[src/inc/pfol_pkg.sv]
/*
 Constants, register map and types of the protective field output logic.
 Assumes a 50 MHz system clock and one scan every 67 ms.
*/
package pfol_pkg;
   // Time base
   localparam int CLK_PERIOD_NS = 20;
   localparam int MS_PERIOD_NS = 1000000;
   localparam int MS_CYCLES = MS_PERIOD_NS / CLK_PERIOD_NS;
   localparam int DEBOUNCE_MS = 10;
   localparam int SCAN_PERIOD_MS = 67;
   localparam int RESP_MIN_MS = 134;
   localparam int RESP_MAX_MS = 30000;
   localparam int HOLD_MAX_MS = 10000;
   localparam int CFG_LOW_MS = 100;
   localparam int FLASH_HALF_MS = 250;
   localparam int INDEX_PULSE_CYCLES = 16;
   localparam logic [8:0] RESP_MIN_SCANS = 9'(RESP_MIN_MS / SCAN_PERIOD_MS);
   localparam logic [8:0] RESP_MAX_SCANS = 9'(RESP_MAX_MS / SCAN_PERIOD_MS);
   localparam logic [13:0] HOLD_MAX = 14'(HOLD_MAX_MS);
   // Widths
   localparam int NUM_FIELDS = 3;
   localparam int SEL_W = 4;
   localparam int DIST_W = 16;
   // Distance coding, values in mm
   localparam logic [15:0] DIST_NONE = 16'h0000;
   localparam logic [15:0] DIST_ERR_BLIND = 16'h0001;
   localparam logic [15:0] DIST_MIN_MM = 16'h0032;
   localparam logic [15:0] DIST_MAX_MM = 16'h61A8;
   // Register byte offsets
   localparam logic [7:0] REG_CTRL = 8'h00;
   localparam logic [7:0] REG_RESP = 8'h04;
   localparam logic [7:0] REG_HOLD = 8'h08;
   localparam logic [7:0] REG_STATUS = 8'h0C;
   localparam logic [7:0] REG_IP = 8'h10;
   localparam logic [7:0] REG_MASK = 8'h14;
   localparam logic [7:0] REG_PORT = 8'h18;
   localparam logic [7:0] REG_LAST = 8'h1C;
   // Control fields and reset values
   localparam int CTRL_INDEX_EN_BIT = 0;
   localparam int CTRL_IN_INV_BIT = 1;
   localparam logic [1:0] CTRL_RST = 2'h1;
   localparam logic [31:0] IP_RST = 32'hC0A80001;
   localparam logic [31:0] MASK_RST = 32'hFFFFFF00;
   localparam logic [15:0] PORT_RST = 16'h0840;
   localparam logic [13:0] HOLD_RST = 14'h0000;
   // Bus answers
   localparam logic [1:0] RESP_OKAY = 2'h0;
   localparam logic [1:0] RESP_SLVERR = 2'h2;

   typedef enum logic [1:0] {ST_BOOT, ST_READY, ST_FAULT} pfol_state_t;
endpackage

[src/inc/pfol_deb_if.sv]
/*
 Carrier between the top and one input debouncer.
 Assumes the top drives the tick and the raw level.
*/
`timescale 1ns/1ns
interface pfol_deb_if;
   logic tick;
   logic raw;
   logic stable;
   modport ctl(output tick, output raw, input stable);
   modport deb(input tick, input raw, output stable);
endinterface

[src/design/pfol_debounce.sv]
/*
 Debouncer for one switching input, counting millisecond ticks.
 Assumes raw is synchronous to sys_clk_i.
*/
`timescale 1ns/1ns
module pfol_debounce
   import pfol_pkg::*;
(
   // Clock and reset
   input wire logic sys_clk_i,
   input wire logic srst_i,
   input wire logic clk_en_i,
   // Input levels
   pfol_deb_if.deb dif
);
   logic [3:0] cnt_reg;
   logic stable_reg;

   assign dif.stable = stable_reg;

   // A new level must stand unbroken for the full time
   always_ff @(posedge sys_clk_i) begin
      if (srst_i) begin
         cnt_reg <= 4'h0;
         stable_reg <= 1'b0;
      end else if (clk_en_i) begin
         if (dif.raw == stable_reg) begin
            cnt_reg <= 4'h0;
         end else if (dif.tick) begin
            if (cnt_reg == 4'(DEBOUNCE_MS - 1)) begin
               stable_reg <= dif.raw;
               cnt_reg <= 4'h0;
            end else begin
               cnt_reg <= cnt_reg + 4'h1;
            end
         end
      end
   end
endmodule

[src/design/pfol_top.sv]
/*
 Protective field output logic: set select, field outputs, ready line,
 LEDs, distance coding and AXI4-Lite registers.
 Assumes scan_done_i pulses once per scan with the field and distance
 results of that scan, and all inputs are synchronous to sys_clk_i.
*/
`timescale 1ns/1ns
module pfol_top
   import pfol_pkg::*;
#(
   parameter int MS_CYCLES_P = MS_CYCLES
) (
   // Clock, reset, enable
   input wire logic sys_clk_i,
   input wire logic srst_i,
   input wire logic clk_en_i,
   // Field set select pins
   input wire logic set_select_bit0_i,
   input wire logic set_select_bit1_i,
   input wire logic set_select_bit2_i,
   input wire logic set_select_bit3_i,
   // Scan results and device status
   input wire logic scan_done_i,
   input wire logic index_angle_i,
   input wire logic [pfol_pkg::NUM_FIELDS-1:0] field_hit_i,
   input wire logic object_i,
   input wire logic meas_err_i,
   input wire logic [3:0] meas_err_code_i,
   input wire logic [pfol_pkg::DIST_W-1:0] meas_mm_i,
   input wire logic boot_done_i,
   input wire logic fault_i,
   // Telegram requests
   input wire logic single_read_request_i,
   input wire logic continuous_output_toggle_i,
   input wire logic continuous_start_i,
   // Switching outputs and LEDs
   output logic field_a_infringed_n_o,
   output logic field_b_infringed_n_o,
   output logic field_c_infringed_n_o,
   output logic ready_index_line_o,
   output logic led_red_o,
   output logic led_green_o,
   output logic [pfol_pkg::SEL_W-1:0] active_set_o,
   // Measurement data out
   output logic scan_data_telegram_valid_o,
   output logic [pfol_pkg::DIST_W-1:0] scan_data_telegram_o,
   output logic [31:0] net_ip_o,
   output logic [31:0] net_mask_o,
   output logic [15:0] net_port_o,
   // AXI4-Lite slave
   input wire logic [31:0] s_axi_awaddr_i,
   input wire logic s_axi_awvalid_i,
   output logic s_axi_awready_o,
   input wire logic [31:0] s_axi_wdata_i,
   input wire logic [3:0] s_axi_wstrb_i,
   input wire logic s_axi_wvalid_i,
   output logic s_axi_wready_o,
   output logic [1:0] s_axi_bresp_o,
   output logic s_axi_bvalid_o,
   input wire logic s_axi_bready_i,
   input wire logic [31:0] s_axi_araddr_i,
   input wire logic s_axi_arvalid_i,
   output logic s_axi_arready_o,
   output logic [31:0] s_axi_rdata_o,
   output logic [1:0] s_axi_rresp_o,
   output logic s_axi_rvalid_o,
   input wire logic s_axi_rready_i
);
   localparam int MS_W = $clog2(MS_CYCLES_P + 1);

   pfol_state_t st_reg;
   logic [MS_W-1:0] ms_cnt_reg;
   logic ms_tick_reg;
   logic [1:0] ctrl_reg;
   logic [8:0] resp_reg;
   logic [13:0] hold_reg;
   logic [31:0] ip_reg, mask_reg;
   logic [15:0] port_reg;
   logic [SEL_W-1:0] sel_pins, deb_code;
   logic [NUM_FIELDS-1:0] filt_reg, field_n_reg;
   logic [6:0] cfg_cnt_reg;
   logic [4:0] idx_cnt_reg;
   logic [7:0] flash_cnt_reg;
   logic flash_reg;
   logic [DIST_W-1:0] enc, last_enc_reg;
   logic stream_reg;
   logic [7:0] aw_off_reg;
   logic aw_hi_reg;
   logic wr_fire, wr_cfg, wr_ok;
   logic [31:0] wdata_reg, wmerge;
   logic [3:0] wstrb_reg;
   logic [31:0] rd_data;
   logic rd_ok;
   logic [8:0] need;

   assign sel_pins = {set_select_bit3_i, set_select_bit2_i, set_select_bit1_i,
                      set_select_bit0_i};

   // Millisecond tick shared by debounce, hold, config and flash timers
   always_ff @(posedge sys_clk_i) begin
      if (srst_i) begin
         ms_cnt_reg <= '0;
         ms_tick_reg <= 1'b0;
      end else if (clk_en_i) begin
         ms_tick_reg <= (ms_cnt_reg == MS_W'(MS_CYCLES_P - 1));
         if (ms_cnt_reg == MS_W'(MS_CYCLES_P - 1)) begin
            ms_cnt_reg <= '0;
         end else begin
            ms_cnt_reg <= ms_cnt_reg + MS_W'(1);
         end
      end
   end

   genvar gi;
   generate
      for (gi = 0; gi < SEL_W; gi++) begin : g_deb
         pfol_deb_if dif();
         assign dif.tick = ms_tick_reg;
         assign dif.raw = sel_pins[gi] ^ ctrl_reg[CTRL_IN_INV_BIT];
         assign deb_code[gi] = dif.stable;
         pfol_debounce u_deb (
            .sys_clk_i(sys_clk_i),
            .srst_i(srst_i),
            .clk_en_i(clk_en_i),
            .dif(dif)
         );
      end
   endgenerate

   // Debounced code, bit 0 least significant, is the set index minus one
   always_ff @(posedge sys_clk_i) begin
      if (srst_i) begin
         active_set_o <= '0;
      end else if (clk_en_i && scan_done_i) begin
         active_set_o <= deb_code;
      end
   end

   // Operating state; a fault holds until reset
   always_ff @(posedge sys_clk_i) begin
      if (srst_i) begin
         st_reg <= ST_BOOT;
      end else if (clk_en_i) begin
         case (st_reg)
            ST_BOOT: begin
               if (fault_i) begin
                  st_reg <= ST_FAULT;
               end else if (boot_done_i) begin
                  st_reg <= ST_READY;
               end
            end
            ST_READY: begin
               if (fault_i) begin
                  st_reg <= ST_FAULT;
               end
            end
            ST_FAULT: st_reg <= ST_FAULT;
            default: st_reg <= ST_FAULT;
         endcase
      end
   end

   // Scans of confirmation; the minimum setting answers on the first scan
   assign need = (resp_reg <= 9'h001) ? 9'h001 : resp_reg - 9'h001;

   generate
      for (gi = 0; gi < NUM_FIELDS; gi++) begin : g_field
         logic [8:0] run_reg;
         logic [13:0] hold_cnt_reg;
         logic infr_reg;
         // One process per field flop keeps each bit of filt_reg single-driven
         assign filt_reg[gi] = infr_reg;
         always_ff @(posedge sys_clk_i) begin
            if (srst_i) begin
               run_reg <= '0;
               hold_cnt_reg <= '0;
               infr_reg <= 1'b1;
            end else if (clk_en_i) begin
               if (scan_done_i) begin
                  if (field_hit_i[gi]) begin
                     if (run_reg != RESP_MAX_SCANS) begin
                        run_reg <= run_reg + 9'h001;
                     end
                     if (run_reg + 9'h001 >= need) begin
                        infr_reg <= 1'b1;
                     end
                     hold_cnt_reg <= hold_reg;
                  end else begin
                     run_reg <= '0;
                     if (hold_cnt_reg == 14'h0000) begin
                        infr_reg <= 1'b0;
                     end
                  end
               end else if (ms_tick_reg && hold_cnt_reg != 14'h0000) begin
                  hold_cnt_reg <= hold_cnt_reg - 14'h0001;
               end
            end
         end
      end
   endgenerate

   // Outputs only show fields once ready; otherwise all infringed
   always_ff @(posedge sys_clk_i) begin
      if (srst_i) begin
         field_n_reg <= '0;
      end else if (clk_en_i) begin
         field_n_reg <= (st_reg == ST_READY) ? ~filt_reg : '0;
      end
   end
   assign field_a_infringed_n_o = field_n_reg[0];
   assign field_b_infringed_n_o = field_n_reg[1];
   assign field_c_infringed_n_o = field_n_reg[2];

   // Index pulse and configuration drop on the ready line
   always_ff @(posedge sys_clk_i) begin
      if (srst_i) begin
         idx_cnt_reg <= '0;
      end else if (clk_en_i) begin
         if (index_angle_i && ctrl_reg[CTRL_INDEX_EN_BIT] && idx_cnt_reg == 5'h00) begin
            idx_cnt_reg <= 5'(INDEX_PULSE_CYCLES);
         end else if (idx_cnt_reg != 5'h00) begin
            idx_cnt_reg <= idx_cnt_reg - 5'h01;
         end
      end
   end

   always_ff @(posedge sys_clk_i) begin
      if (srst_i) begin
         cfg_cnt_reg <= '0;
      end else if (clk_en_i) begin
         if (wr_cfg) begin
            cfg_cnt_reg <= 7'(CFG_LOW_MS);
         end else if (ms_tick_reg && cfg_cnt_reg != 7'h00) begin
            cfg_cnt_reg <= cfg_cnt_reg - 7'h01;
         end
      end
   end

   always_ff @(posedge sys_clk_i) begin
      if (srst_i) begin
         ready_index_line_o <= 1'b0;
      end else if (clk_en_i) begin
         ready_index_line_o <= (st_reg == ST_READY) && cfg_cnt_reg == 7'h00
                               && idx_cnt_reg == 5'h00;
      end
   end

   // Status LEDs
   always_ff @(posedge sys_clk_i) begin
      if (srst_i) begin
         flash_cnt_reg <= '0;
         flash_reg <= 1'b0;
      end else if (clk_en_i && ms_tick_reg) begin
         if (flash_cnt_reg == 8'(FLASH_HALF_MS - 1)) begin
            flash_cnt_reg <= '0;
            flash_reg <= ~flash_reg;
         end else begin
            flash_cnt_reg <= flash_cnt_reg + 8'h01;
         end
      end
   end

   always_ff @(posedge sys_clk_i) begin
      if (srst_i) begin
         led_red_o <= 1'b0;
         led_green_o <= 1'b0;
      end else if (clk_en_i) begin
         led_green_o <= (st_reg == ST_READY);
         led_red_o <= (st_reg == ST_READY) ? |filt_reg : (st_reg == ST_FAULT) && flash_reg;
      end
   end

   // Distance coding in millimetres; blind zone reports an error code
   always_comb begin
      if (meas_err_i) begin
         enc = DIST_W'(meas_err_code_i) + 16'h0001;
      end else if (!object_i || meas_mm_i > DIST_MAX_MM) begin
         enc = DIST_NONE;
      end else if (meas_mm_i < DIST_MIN_MM) begin
         enc = DIST_ERR_BLIND;
      end else begin
         enc = meas_mm_i;
      end
   end

   always_ff @(posedge sys_clk_i) begin
      if (srst_i) begin
         last_enc_reg <= DIST_NONE;
         stream_reg <= 1'b0;
         scan_data_telegram_valid_o <= 1'b0;
         scan_data_telegram_o <= DIST_NONE;
      end else if (clk_en_i) begin
         if (scan_done_i) begin
            last_enc_reg <= enc;
         end
         if (continuous_output_toggle_i) begin
            stream_reg <= continuous_start_i;
         end
         scan_data_telegram_valid_o <= 1'b0;
         if (scan_done_i && stream_reg) begin
            scan_data_telegram_valid_o <= 1'b1;
            scan_data_telegram_o <= enc;
         end else if (single_read_request_i) begin
            scan_data_telegram_valid_o <= 1'b1;
            scan_data_telegram_o <= last_enc_reg;
         end
      end
   end

   // Bus write path: address and data taken in either order
   assign wr_fire = !s_axi_awready_o && !s_axi_wready_o && !s_axi_bvalid_o;
   assign wr_ok = !aw_hi_reg && aw_off_reg <= REG_LAST && aw_off_reg[1:0] == 2'h0
                  && aw_off_reg != REG_STATUS && aw_off_reg != REG_LAST;
   assign wr_cfg = wr_fire && wr_ok && aw_off_reg <= REG_HOLD;
   always_comb begin
      for (int b = 0; b < 4; b++) begin
         wmerge[8*b +: 8] = wstrb_reg[b] ? wdata_reg[8*b +: 8] : rd_data_w(b);
      end
   end

   function automatic logic [7:0] rd_data_w(input int b);
      logic [31:0] cur;
      case (aw_off_reg)
         REG_CTRL: cur = {30'h0, ctrl_reg};
         REG_RESP: cur = {23'h0, resp_reg};
         REG_HOLD: cur = {18'h0, hold_reg};
         REG_IP: cur = ip_reg;
         REG_MASK: cur = mask_reg;
         REG_PORT: cur = {16'h0, port_reg};
         default: cur = 32'h0;
      endcase
      return cur[8*b +: 8];
   endfunction

   always_ff @(posedge sys_clk_i) begin
      if (srst_i) begin
         s_axi_awready_o <= 1'b1;
         s_axi_wready_o <= 1'b1;
         s_axi_bvalid_o <= 1'b0;
         s_axi_bresp_o <= RESP_OKAY;
         aw_off_reg <= '0;
         aw_hi_reg <= 1'b0;
         wdata_reg <= '0;
         wstrb_reg <= '0;
      end else if (clk_en_i) begin
         if (s_axi_awvalid_i && s_axi_awready_o) begin
            s_axi_awready_o <= 1'b0;
            aw_off_reg <= s_axi_awaddr_i[7:0];
            aw_hi_reg <= |s_axi_awaddr_i[31:8];
         end
         if (s_axi_wvalid_i && s_axi_wready_o) begin
            s_axi_wready_o <= 1'b0;
            wdata_reg <= s_axi_wdata_i;
            wstrb_reg <= s_axi_wstrb_i;
         end
         if (wr_fire) begin
            s_axi_bvalid_o <= 1'b1;
            s_axi_bresp_o <= wr_ok ? RESP_OKAY : RESP_SLVERR;
         end else if (s_axi_bvalid_o && s_axi_bready_i) begin
            s_axi_bvalid_o <= 1'b0;
            s_axi_awready_o <= 1'b1;
            s_axi_wready_o <= 1'b1;
         end
      end
   end

   // Register storage; timing settings are clamped to their legal span
   always_ff @(posedge sys_clk_i) begin
      if (srst_i) begin
         ctrl_reg <= CTRL_RST;
         resp_reg <= RESP_MIN_SCANS;
         hold_reg <= HOLD_RST;
         ip_reg <= IP_RST;
         mask_reg <= MASK_RST;
         port_reg <= PORT_RST;
      end else if (clk_en_i && wr_fire && wr_ok) begin
         case (aw_off_reg)
            REG_CTRL: ctrl_reg <= wmerge[1:0];
            REG_RESP: resp_reg <= (wmerge < 32'(RESP_MIN_SCANS)) ? RESP_MIN_SCANS :
                         (wmerge > 32'(RESP_MAX_SCANS)) ? RESP_MAX_SCANS : wmerge[8:0];
            REG_HOLD: hold_reg <= (wmerge > 32'(HOLD_MAX)) ? HOLD_MAX : wmerge[13:0];
            REG_IP: ip_reg <= wmerge;
            REG_MASK: mask_reg <= wmerge;
            REG_PORT: port_reg <= wmerge[15:0];
            default: ctrl_reg <= ctrl_reg;
         endcase
      end
   end
   assign net_ip_o = ip_reg;
   assign net_mask_o = mask_reg;
   assign net_port_o = port_reg;

   // Bus read path
   always_comb begin
      rd_ok = (s_axi_araddr_i[31:8] == 24'h0);
      case (s_axi_araddr_i[7:0])
         REG_CTRL: rd_data = {30'h0, ctrl_reg};
         REG_RESP: rd_data = {23'h0, resp_reg};
         REG_HOLD: rd_data = {18'h0, hold_reg};
         REG_STATUS: rd_data = {17'h0, filt_reg, ready_index_line_o, field_n_reg,
                                active_set_o, 2'h0, st_reg};
         REG_IP: rd_data = ip_reg;
         REG_MASK: rd_data = mask_reg;
         REG_PORT: rd_data = {16'h0, port_reg};
         REG_LAST: rd_data = {16'h0, last_enc_reg};
         default: begin
            rd_data = 32'h0;
            rd_ok = 1'b0;
         end
      endcase
   end

   always_ff @(posedge sys_clk_i) begin
      if (srst_i) begin
         s_axi_arready_o <= 1'b1;
         s_axi_rvalid_o <= 1'b0;
         s_axi_rdata_o <= '0;
         s_axi_rresp_o <= RESP_OKAY;
      end else if (clk_en_i) begin
         if (s_axi_arvalid_i && s_axi_arready_o) begin
            s_axi_arready_o <= 1'b0;
            s_axi_rvalid_o <= 1'b1;
            s_axi_rdata_o <= rd_ok ? rd_data : 32'h0;
            s_axi_rresp_o <= rd_ok ? RESP_OKAY : RESP_SLVERR;
         end else if (s_axi_rvalid_o && s_axi_rready_i) begin
            s_axi_rvalid_o <= 1'b0;
            s_axi_arready_o <= 1'b1;
         end
      end
   end
endmodule

[config.mk]
export PLATFORM = sky130hd
export DESIGN_NAME = pfol_top
export DESIGN_NICKNAME = d
export VERILOG_FILES = /design/src/inc/pfol_pkg.sv /design/src/inc/pfol_deb_if.sv /design/src/design/pfol_debounce.sv /design/src/design/pfol_top.sv
export SDC_FILE = /design/constraint.sdc
export NUM_CORES = 1
export LEC_CHECK = 0
export ABC_CLOCK_PERIOD_IN_PS = 2900
export BUFFER_PORTS_ARGS = -buffer_cell sky130_fd_sc_hd__buf_2
export CORE_UTILIZATION = 50
export CTS_BUF_LIST = sky130_fd_sc_hd__clkbuf_8
export DETAILED_ROUTE_END_ITERATION = 7
export HOLD_SLACK_MARGIN = 0.03
export PLACE_DENSITY = 0.76
export SYNTH_ARGS = -nofsm -noshare
export SYNTH_HDL_FRONTEND = slang
export SYNTH_SLANG_ARGS = --single-unit
[constraint.sdc]
create_clock -name sys_clk_i -period 2.9 [get_ports sys_clk_i]
set_clock_uncertainty 0.1 [all_clocks]
set_input_delay 0.435 -clock sys_clk_i [delete_from_list [all_inputs] [get_ports sys_clk_i]]
set_output_delay 0.435 -clock sys_clk_i [all_outputs]
set_load 0.02 [all_outputs]
# --- After elaboration in Yosys (flattened, before gate mapping) ---
# Index checks and enable logic that the tools add are counted.
totals:
  regBits: 367
  in_bits: 144
  output_inout_bits: 148
  wordCells: 311
op_classes:
  add_sub_neg: 16
  order_cmp: 11
  eq_ne: 40
  n_mux: 81
  n_bitwise: 10
  reduce_logical: 102
ops:
  columns: ["operator", "count"]
  rows:
  - ["$pmux 32 s8", 1]
  - ["$pmux 32 s6", 1]
  - ["$mux 14", 10]
  - ["$mux 16", 6]
  - ["$mux 9", 9]
  - ["$eq 8x5->1 const B", 7]
  - ["$mux 4", 12]
  - ["$reduce_and 2->1", 22]
  - ["$logic_not 14->1", 3]
  - ["$reduce_bool 14->1", 3]
  - ["$sub 14x1->14 const B", 3]
  - ["$mux 8", 5]
  - ["$gt 32x14->1 const B", 1]
  - ["$gt 32x9->1 const B", 1]
  - ["$lt 32x2->1 const B", 1]
  - ["$mux 32", 1]
  - ["$reduce_bool 2->1", 15]
  - ["$reduce_and 4->1", 7]
  - ["$add 9x1->9 const B", 3]
  - ["$ge 9x9->1", 3]
  - ["$logic_and 1x1->1", 27]
  - ["$ne 9x9->1 const B", 3]
  - ["$mux 1", 25]
  - ["$eq 8x4->1 const B", 3]
  - ["45 further kinds", 88]

# --- Depth between registers and ports, before layout ---
# Gate-level depths: netlist of run 1.
logic_depth:
  word_depth: 9
  depth_mapped: 15
  ltp_nobuf: 15

# --- Hierarchy ---
# From an unflattened synthesis of run 1, not the netlist that was laid out.
unflattened:
  hier_cells: 2360
  hier_area_um2: 18670.4
by_module_without_submodules:
  columns: ["mod", "n_inst", "cells_each", "area_per_inst_um2", "seq_area_each_um2"]
  rows:
  - ["pfol_top", 1, 2240, 17594.4, 6906.6]
  - ["pfol_debounce", 4, 30, 269.0, 100.1]

# --- Worst setup path after synthesis of run 1 ---
# OpenSTA, ideal clock, no wires.
synth_path:
  kind: "reg2reg"
  start: "register resp_reg[2]"
  end: "register g_field[1].infr_reg"
  setup_ps: 136
  t_arrival_ps: 2759
  required_time_ps: 2664
  path_slack_ps: -95
  stages_incl_launch_ff: 14
  n_path_buf: 0
  period_less_slack_ps: 2995
  path_cell_list: "dfxtp_1 -> or4_1 -> nor3_1 -> nand2_1 -> nand2_1 -> ha_1 -> nand2b_1 -> a21o_1 -> a21oi_1 -> nor2b_1 -> o21ai_0 -> nand2b_1 -> a2111oi_0 -> o31ai_1"
synth_via:
  elab_chain_len: 5
  elab_cells_between_ends: 6
  classes_between: "add/sub (1); order compare (2); eq/ne (1); mux (1); reduce/logical (1)"
synth_rtl:
  columns: ["element", "line", "source"]
  rows:
  - ["start, declared", "pfol_top.sv:75", "logic [8:0] resp_reg;"]
  - ["start signal, assigned", "pfol_top.sv:379", "REG_RESP: resp_reg <= (wmerge < 32'(RESP_MIN_SCANS)) ? RESP_MIN_SCANS :"]
  - ["$sub 9x1->9 or $le 9x1->1 (tied branches)", "pfol_top.sv:164", "assign need = (resp_reg <= 9'h001) ? 9'h001 : resp_reg - 9'h001;"]
  - ["$mux 9 (*)", "pfol_top.sv:164", null]
  - ["$ge 9x9->1 (*)", "pfol_top.sv:184", "if (run_reg + 9'h001 >= need) begin"]
  - ["$ne 2x1->1 (no line) (*)", null, null]
  - ["$reduce_and 4->1 (no line) (*)", null, null]
  - ["end signal, assigned", "pfol_top.sv:177", "infr_reg <= 1'b1;"]
  - ["end signal, assigned", "pfol_top.sv:185", "infr_reg <= 1'b1;"]
  - ["end signal, assigned", "pfol_top.sv:191", "infr_reg <= 1'b0;"]
  - ["end, declared", "pfol_top.sv:170", "logic infr_reg;"]
# Mark *: on every way between the ends. The rest lies on a longest branch, timed or not.
# A chain may end at the register's enable or synchronous reset.

# --- Final worst setup path of run 1 ---
layout_path:
  start: "register resp_reg[4]"
  end: "register g_field[1].infr_reg"
# The elaborated chain is that of the path after synthesis.

==> results.md, run 1 <==
Status
* finished with violations — outcome
* DRC — violated checks

Flow run
* 0 — number of maximum-capacitance constraint violations

Timing
* 0 — setup-violating endpoint count in the final report
* 0.7489 ns — transition time of the tightest slew-check pin
* yes — RSZ-0062 raised after global routing
* 0.9878 — ratio of final minimum period to clock period
* 0 — final count of pins violating max slew
* 2.865 ns — Min Clock Period, post-route
* 0 — count of endpoints failing hold in the final timing report
* 349.1 MHz — Peak Freq
* 0.4977 — headroom to the max-slew limit

Pwr
* 0.389 — fraction of power consumed by the clock network
* 0.2777 — share of total power consumed by net switching
* 9.480 nW — P_leak
* 3.041 mW — switching power summed over all nets
* 0.131 — Gate power share
* 0.480 — portion of total power attributed to sequential cells
* 10.95 mW — overall power of the completed layout
* 7.910 mW — internal power
* 470.9 nW/um2 — total power divided by cell area
* 0.4248 mV — VDD IR max

Synth
* 0 — number of enable flip-flop cells after synthesis
* sky130_fd_sc_hd__dfxtp_1 — Post-synth top flop
* sky130_fd_sc_hd__dfxtp_1 (39%), sky130_fd_sc_hd__nand2_1 (6.8%), sky130_fd_sc_hd__nor2_1 (5.8%) — Synth area leaders
* 0 — async set-or-reset flop fraction in the synthesized netlist
* 0 — Synth Warn #
* 7.890 um2 — mean area per synthesized cell
* 0.3939 — proportion of synthesized chip area in sequential cells
* 0.3939 — fraction of synthesized cell area taken by the top area cell type
* 365 — register bit count reported by yosys
* 86 — count of unique library cells instantiated by Yosys
* 18550 um2 — Syn Std Cell Area
* sky130_fd_sc_hd__dfxtp_1 — biggest area consumer among synthesized cells
* 2351 — cells after synthesis

Floorplan
* 194.6 um — height of the chip
* 70 — number of core rows
* 0.5079 — effective utilization at floorplan
* 36520 um2 — Placeable Area
* 194.6 um — width of the die
* 37870 um2 — Die ar.
* 292 — number of top-level pins

Detailed routing
* 0 — post-route ant nets
* 67930 um — final wirelength
* 20.74 um — WL/cell
* 2 — residual DRC count
* 1735 — DR iter-0 viols
* 8 — drt first pass iters
* 19778 — routed via count
* 6.039 — via density per instance

Clock network
* 365 — # clock sinks
* 3 — buffer levels on the longest clock path
* yes — TritonCTS clock tree
* 0.67 ns — Clk Latency, worst-skew pair
* 59 — TritonCTS Buffers
* 2 — H-tree lvl count
* 0.06 ns — clock slew seen by the registers of the worst setup and hold paths
* sky130_fd_sc_hd__clkbuf_8 — CTS Root Buffer Type

Placed design
* 1.013 — last weighted congestion value of the routability-driven placer
* 48920 um — half-perimeter wire length after placement
* 289 — port buffer count
* 3106 — # placed instances

GRT
* 18620 — via count of the first global-routing pass
* 0 — grt ovf
* 106 — pin count of the biggest net entering global routing
* 0.3506 — gr usage total
* 104100 um — global-route wire length before repair
* 0 — antenna violations before repair

Cells and area
* 3275 — final standard cell count with taps included and fillers excluded
* 25.38% — area grow syn2layout
* 2967 — post-layout net count
* 0.2184 — layout cell share with drive strength beyond 1
* 0 — number of inserted diodes
* 10670 um2 — area of the multi-input gates
* 7311 um2 — FF+latch area
* 42 — number of flip-flops in the largest register
* 3106 — # fillers

Critical path
* 3.29 ns — arrival time at the worst endpoint
* resp_reg[4] — worst reg2reg startpoint
* register to register — Worst Setup Path Type
* 3 — CP Max Fanout
* resp_reg[4] — crit path from
* 3.32 ns — critical path data required time
* register — startpoint class of the critical path
* register — endpoint class of the critical path

Worst hold path
* primary input to register — Hold Path Class
* meas_mm_i[4] — HP Start

## stage by stage
step                      setup TNS, ns  setup slack (ns)    util  instance area, um2  hold WS [ns]
after detailed placement       -0.01437          -0.01220  0.5826               21280        0.3463
after global placement                0           0.02248  0.5826               21280        0.3365
final                                 0           0.03541  0.6368               23260       0.06994
after global routing            -0.2194           -0.1211  0.6368               23260       0.07254
after CTS                             0           0.01473  0.6316               23070       0.03978
after floorplan                       0          0.004081       -               18580        0.3312
## path summary, 6_finish.rpt
kind | end | slack, ns | cells past startpoint
setup / recovery | g_field[1].infr_reg | 0.04 | 12
hold / removal | last_enc_reg[4] | 0.07 | 3
setup reg to reg | g_field[1].infr_reg | 0.04 | 12
hold reg to reg | scan_data_telegram_o[15] | 0.35 | 2
## layout make-up
type,instances,share of cell area
Clock buffer,68,0.04024
Clock inverter,27,0.006133
Inverter,37,0.005972
Multi-Input combinational cell,1790,0.4587
Sequential cell,365,0.3144
Tap cell,468,0.02518
Timing Repair Buffer,520,0.1494
## cells in the mapped netlist (10+ instances only)
library cell	count
sky130_fd_sc_hd__a21o_1	10
sky130_fd_sc_hd__nor2_1	289
sky130_fd_sc_hd__nand3_1	90
sky130_fd_sc_hd__xnor2_1	32
sky130_fd_sc_hd__buf_1	11
sky130_fd_sc_hd__nand2b_1	29
sky130_fd_sc_hd__a22oi_1	105
sky130_fd_sc_hd__a211oi_1	40
sky130_fd_sc_hd__o21ai_0	98
sky130_fd_sc_hd__and3_1	17
sky130_fd_sc_hd__clkbuf_1	129
sky130_fd_sc_hd__nand4_1	21
sky130_fd_sc_hd__nor3b_1	10
sky130_fd_sc_hd__inv_1	36
sky130_fd_sc_hd__mux2_2	14
sky130_fd_sc_hd__and2_1	11
sky130_fd_sc_hd__dfxtp_1	365
sky130_fd_sc_hd__mux2i_1	28
sky130_fd_sc_hd__nor4_1	35
sky130_fd_sc_hd__nor3_1	57
sky130_fd_sc_hd__ha_1	50
sky130_fd_sc_hd__nand3b_1	16
sky130_fd_sc_hd__nand2_1	335
sky130_fd_sc_hd__o211ai_1	37
sky130_fd_sc_hd__a21oi_1	210
sky130_fd_sc_hd__nor2b_1	20
sky130_fd_sc_hd__buf_2	13
sky130_fd_sc_hd__or3_1	20
sky130_fd_sc_hd__a22o_1	21
sky130_fd_sc_hd__xor2_1	37
sky130_fd_sc_hd__o31ai_1	17
## per-layer routing
metal	global-route usage	part of all wire	up-vias
met1	0.4406	0.40	9374
met2	0.5651	0.46	948
li1	-	-	9257
met3	0.05657	0.079	199
met4	0.2128	0.056	0
met5	0	0	-
## worst max-delay path, stage by stage (launching register included)
cell and delay [ns]:
sky130_fd_sc_hd__dfxtp_2 0.32, sky130_fd_sc_hd__or4_4 0.55, sky130_fd_sc_hd__buf_4 0.15, sky130_fd_sc_hd__buf_4 0.12
sky130_fd_sc_hd__nor2_1 0.07, sky130_fd_sc_hd__nand2_1 0.09, sky130_fd_sc_hd__nor3b_2 0.20, sky130_fd_sc_hd__a21oi_2 0.09
sky130_fd_sc_hd__ha_1 0.22, sky130_fd_sc_hd__or3_4 0.40, sky130_fd_sc_hd__o221ai_2 0.17, sky130_fd_sc_hd__nor2b_1 0.18
sky130_fd_sc_hd__o31ai_1 0.09
## cell families (layout without fill, tap and decap cells)
logic type | count (synthesis) | in the layout | synth area share
simple gates | 993 | 993 | 0.2490
compound gates | 633 | 633 | 0.2236
flops | 365 | 365 | 0.3939
buf+inv | 197 | 652 | 0.04263
xor+xnor | 69 | 69 | 0.03258
fa+ha+maj | 50 | 50 | 0.03373
mux | 43 | 43 | 0.02435
other cells | 1 | 2 | 0.0002022
## placed cells by master (no fill, tap or decap), types with 10 or more instances in the layout
| cell type | netlist | layout |
|---|---|---|
| sky130_fd_sc_hd__a211oi_1 | 40 | 39 |
| sky130_fd_sc_hd__a21o_1 | 10 | 10 |
| sky130_fd_sc_hd__a21oi_1 | 210 | 206 |
| sky130_fd_sc_hd__a22o_1 | 21 | 21 |
| sky130_fd_sc_hd__a22oi_1 | 105 | 105 |
| sky130_fd_sc_hd__and2_1 | 11 | 11 |
| sky130_fd_sc_hd__and3_1 | 17 | 17 |
| sky130_fd_sc_hd__buf_2 | 13 | 288 |
| sky130_fd_sc_hd__buf_4 | 3 | 150 |
| sky130_fd_sc_hd__clkbuf_8 | 0 | 69 |
| sky130_fd_sc_hd__dfxtp_1 | 365 | 362 |
| sky130_fd_sc_hd__dlygate4sd3_1 | 0 | 71 |
| sky130_fd_sc_hd__ha_1 | 50 | 49 |
| sky130_fd_sc_hd__inv_1 | 36 | 57 |
| sky130_fd_sc_hd__mux2_2 | 14 | 14 |
| sky130_fd_sc_hd__mux2i_1 | 28 | 28 |
| sky130_fd_sc_hd__nand2_1 | 335 | 331 |
| sky130_fd_sc_hd__nand2b_1 | 29 | 26 |
| sky130_fd_sc_hd__nand3_1 | 90 | 90 |
| sky130_fd_sc_hd__nand3b_1 | 16 | 16 |
| sky130_fd_sc_hd__nand4_1 | 21 | 21 |
| sky130_fd_sc_hd__nor2_1 | 289 | 288 |
| sky130_fd_sc_hd__nor2b_1 | 20 | 19 |
| sky130_fd_sc_hd__nor3_1 | 57 | 54 |
| sky130_fd_sc_hd__nor4_1 | 35 | 32 |
| sky130_fd_sc_hd__o211ai_1 | 37 | 37 |
| sky130_fd_sc_hd__o21ai_0 | 98 | 94 |
| sky130_fd_sc_hd__o31ai_1 | 17 | 15 |
| sky130_fd_sc_hd__or3_1 | 20 | 18 |
| sky130_fd_sc_hd__xnor2_1 | 32 | 31 |
| sky130_fd_sc_hd__xor2_1 | 37 | 37 |
## power groups by stage
stage / combinational [mW] / sequential, mW / clock [mW]
2_1_floorplan: 0.807 / 5.33 / 0
4_1_cts: 1.39 / 5.25 / 4.30
6_report: 1.44 / 5.26 / 4.26
5_1_grt: 1.57 / 5.27 / 4.52
3_5_place_dp: 1.31 / 5.36 / 0
3_3_place_gp: 1.28 / 5.36 / 0
## timing repair
action	in CTS	in global routing
endpoints found under the hold margin	77	0
pin swaps	1	21
setup buffers	0	3
resized for setup	0	37
hold buffers	71	0
endpoints found under the setup margin	2	29
Power figures use the tool's default switching activity.
==> run 2: changes to the inputs <==
ABC_CLOCK_PERIOD_IN_PS = 2500   (was 2900)
BUFFER_PORTS_ARGS = not set   (was -buffer_cell sky130_fd_sc_hd__buf_2)
DONT_BUFFER_PORTS = 1   (was not set)
PLACE_DENSITY = 0.69   (was 0.76)
SLEW_MARGIN = 40   (was not set)
clock period = 2.5 ns   (was 2.9 ns; I/O delays follow)
==> run 2 against run 1 <==
  * The flow finishes with violations (hold timing, setup timing)
  * Count of clock-buffer cells in the layout is 11 higher
  * Maximum frequency up 2.7%
  * Critical path depth down 1
  * Largest power group unchanged
  * Global-route usage up 1.8 points
  * Register-to-register slack got worse by 0.33 ns
  * Power grew 23%
  * Combinational power increased by 20%
  * Sequential share of layout area fell by 2.0 points
  * Sequential power is 17% higher
  * Via count up 1.4%
==> results.md, run 2 (synthesized netlist as in run 1, its figures left out) <==
Clock network
* 3 — H-tree lvl count, was 2
* 0.62 ns — Clk Latency, worst-skew pair, was 0.67 ns
* 66 — TritonCTS Buffers, was 59
* sky130_fd_sc_hd__clkbuf_8 — CTS Root Buffer Type, unchanged
* 365 — # clock sinks, unchanged
* 3 — buffer levels on the longest clock path, unchanged
* 0.07 ns — clock slew seen by the registers of the worst setup and hold paths, was 0.06 ns
* yes — TritonCTS clock tree, unchanged

Cells and area
* 24910 um2 — post-route cell area, was 23260 um2
* 42 — number of flip-flops in the largest register, unchanged
* 0.2130 — layout cell share with drive strength beyond 1, was 0.2184
* 0 — number of inserted diodes, unchanged
* 2965 — post-layout net count, was 2967
* sky130_fd_sc_hd__dfxtp_1 — most common library cell in the layout ignoring fill and taps, unchanged
* 3280 — final standard cell count with taps included and fillers excluded, was 3275
* 34.27% — area grow syn2layout, was 25.38%
* sky130_fd_sc_hd__dfxtp_1 (352), sky130_fd_sc_hd__nand2_1 (329), sky130_fd_sc_hd__buf_4 (323) — commonest cells after routing, fill and taps aside, was sky130_fd_sc_hd__dfxtp_1 (362), sky130_fd_sc_hd__nand2_1 (331), sky130_fd_sc_hd__nor2_1 (288), sky130_fd_sc_hd__buf_2 (288), sky130_fd_sc_hd__a21oi_1 (206)

Critical path
* register — endpoint class of the critical path, unchanged
* simple AND/OR/NAND/NOR gates — cell family contributing the most delay on the critical path, unchanged
* 3.16 ns — arrival time at the worst endpoint, was 3.29 ns
* sky130_fd_sc_hd__or4_4 — critical-path cell with the highest stage delay, unchanged
* register — startpoint class of the critical path, unchanged
* register to register — Worst Setup Path Type, unchanged
* 2 — CP Max Fanout, was 3
* 2.87 ns — critical path data required time, was 3.32 ns
* 0.55 ns — worst stage delay on the critical path, about the same
* 1 — Buffers & Inverters on Critical Path, was 2
* or4_4 > buf_4 > nor2_1 > nand2_1 > nor3b_1 > a21oi_1 > ha_1 > or3_1 > o221ai_1 > nor2b_1 > o31ai_1 — cell breakdown of the critical path, was or4_4 > buf_4 > buf_4 > nor2_1 > nand2_1 > nor3b_2 > a21oi_2 > ha_1 > or3_4 > o221ai_2 > nor2b_1 > o31ai_1

Timing
* 0 — final count of pins violating max slew, unchanged
* 0.7296 ns — transition time of the tightest slew-check pin, was 0.7489 ns
* 19 — setup-violating endpoint count in the final report, was 0
* yes — RSZ-0062 raised after global routing, unchanged
* 154 — count of endpoints failing hold in the final timing report, was 0
* 1.116 — ratio of final minimum period to clock period, was 0.9878
* 0.5136 — headroom to the max-slew limit, was 0.4977
* 358.4 MHz — Peak Freq, was 349.1 MHz
* -0.2903 ns — post-route setup slack, was 0.03541 ns
* -0.2813 ns — hold slack, was 0.06994 ns
* 2.790 ns — Min Clock Period, post-route, was 2.865 ns

Detailed routing
* 20061 — routed via count, was 19778
* 2015 — DR iter-0 viols, was 1735
* 21.97 um — WL/cell, was 20.74 um
* 0 — residual DRC count, was 2
* 7 — drt first pass iters, was 8
* 6.116 — via density per instance, was 6.039
* 72060 um — final wirelength, was 67930 um
* 0 — post-route ant nets, unchanged

Floorplan
* 292 — number of top-level pins, unchanged
* 194.6 um — width of the die, unchanged
* 70 — number of core rows, unchanged
* 36520 um2 — Placeable Area, unchanged
* 194.6 um — height of the chip, unchanged
* 0.5079 — effective utilization at floorplan, unchanged
* 37870 um2 — Die ar., unchanged

Pwr
* 0.129 — Gate power share, was 0.131
* 0.6007 mV — VDD IR max, was 0.4248 mV
* 0.2683 — share of total power consumed by net switching, was 0.2777
* 13.43 mW — overall power of the completed layout, was 10.95 mW
* 0.415 — fraction of power consumed by the clock network, was 0.389
* 9.826 mW — internal power, was 7.910 mW
* 539.2 nW/um2 — total power divided by cell area, was 470.9 nW/um2
* 10.07 nW — P_leak, was 9.480 nW
* 0.457 — portion of total power attributed to sequential cells, was 0.480
* 3.602 mW — switching power summed over all nets, was 3.041 mW

GRT
* 0.3682 — gr usage total, was 0.3506
* 19190 — via count of the first global-routing pass, was 18620
* 109100 um — global-route wire length before repair, was 104100 um
* 0 — grt ovf, unchanged
* 271 — pin count of the biggest net entering global routing, was 106
* 1 — antenna violations before repair, was 0

Placed design
* 0 — port buffer count, was 289
* 49670 um — half-perimeter wire length after placement, was 48920 um
* 21070 um2 — placement-stage cell area, was 21280 um2
* 2977 — # placed instances, was 3106
* 0.9732 — last weighted congestion value of the routability-driven placer, was 1.013

Status
* hold timing, setup timing — violated checks, was DRC
* finished with violations — outcome, unchanged

Worst hold path
* primary input to register — Hold Path Class, unchanged

Flow run
* 0 — number of maximum-capacitance constraint violations, unchanged

[run 2: cell types whose count changed in the layout (fill, tap and decap cells not counted), moves of 6 or more]
| cell | previous run | this run |
|---|---|---|
| sky130_fd_sc_hd__dlygate4sd3_1 | 71 | 156 |
| sky130_fd_sc_hd__buf_2 | 288 | 2 |
| sky130_fd_sc_hd__buf_4 | 150 | 323 |
| sky130_fd_sc_hd__nor2_1 | 288 | 279 |
| sky130_fd_sc_hd__mux2_4 | 0 | 6 |
| sky130_fd_sc_hd__dfxtp_2 | 3 | 11 |
| sky130_fd_sc_hd__clkbuf_8 | 69 | 79 |
| sky130_fd_sc_hd__buf_6 | 2 | 12 |
| sky130_fd_sc_hd__mux2_2 | 14 | 8 |
| sky130_fd_sc_hd__dfxtp_1 | 362 | 352 |
[run 2: area by class of cell]
| class | count | area [um2] |
|---|---|---|
| inverters | 37 | 138.9 |
| well taps | 468 | 585.6 |
| clock buffers | 79 | 1087 |
| multi-input cells | 1790 | 11090 |
| flip-flops and latches | 365 | 7328 |
| clock inverters | 30 | 177.7 |
| repair buffers | 511 | 4494 |
| fillers | 2912 | 11620 |
[run 2: repair_timing]
action / in CTS / in global routing
endpoints found under the hold margin: 300 / 155
setup endpoints to repair: 35 / 102
gates resized for setup: 72 / 80
cloned: 2 / 3
pin swaps: 41 / 37
setup buffers: 21 / 16
hold buffers: 156 / 1
[run 2: path summary, 6_finish.rpt]
| check | to | from | slack (ns) | cells past startpoint |
|---|---|---|---|---|
| max | g_field[1].infr_reg | resp_reg[5] | -0.29 | 11 |
| min | g_field[2].run_reg[5] | srst_i | -0.28 | 1 |
| max reg2reg | g_field[1].infr_reg | resp_reg[5] | -0.29 | 11 |
| min reg2reg | g_field[0].hold_cnt_reg[2] | g_field[0].hold_cnt_reg[2] | 0.37 | 2 |
[run 2: power by group through the flow]
| stage | logic (mW) | clock network [mW] | registers [mW] |
|---|---|---|---|
| 2_1_floorplan | 0.945 | 0 | 6.18 |
| 3_3_place_gp | 1.30 | 0 | 6.23 |
| 3_5_place_dp | 1.33 | 0 | 6.24 |
| 4_1_cts | 1.59 | 5.61 | 6.12 |
| 5_1_grt | 1.87 | 5.91 | 6.14 |
| 6_report | 1.73 | 5.57 | 6.13 |
[run 2: layer usage]
metal	routed length, um	track usage
met1	28190	0.4553
met2	33660	0.6007
met3	6487	0.08450
met4	3704	0.1834
met5	11	0.005109
[run 2: worst reg2reg max path, delay by kind of cell (launching register included)]
kind                       cells  cell delay, ns
and+or+nand+nor                6            1.51
AOI/OAI and AO/OA              3            0.36
DFF                            1            0.32
adders and majority gates      1            0.22
buffers and inverters          1            0.15
[run 2: per-stage QoR]
stage	utilization	hold WS, ns	TNS, ns	worst slack, ns
2_1_floorplan	-	0.3312	-1.431	-0.2156
3_3_place_gp	0.5770	0.3390	-3.348	-0.2919
3_5_place_dp	0.5770	0.3471	-5.433	-0.3611
4_1_cts	0.6686	-0.2867	-2.230	-0.2620
5_1_grt	0.6819	-0.2880	-3.398	-0.3916
6_report	0.6819	-0.2813	-1.810	-0.2903
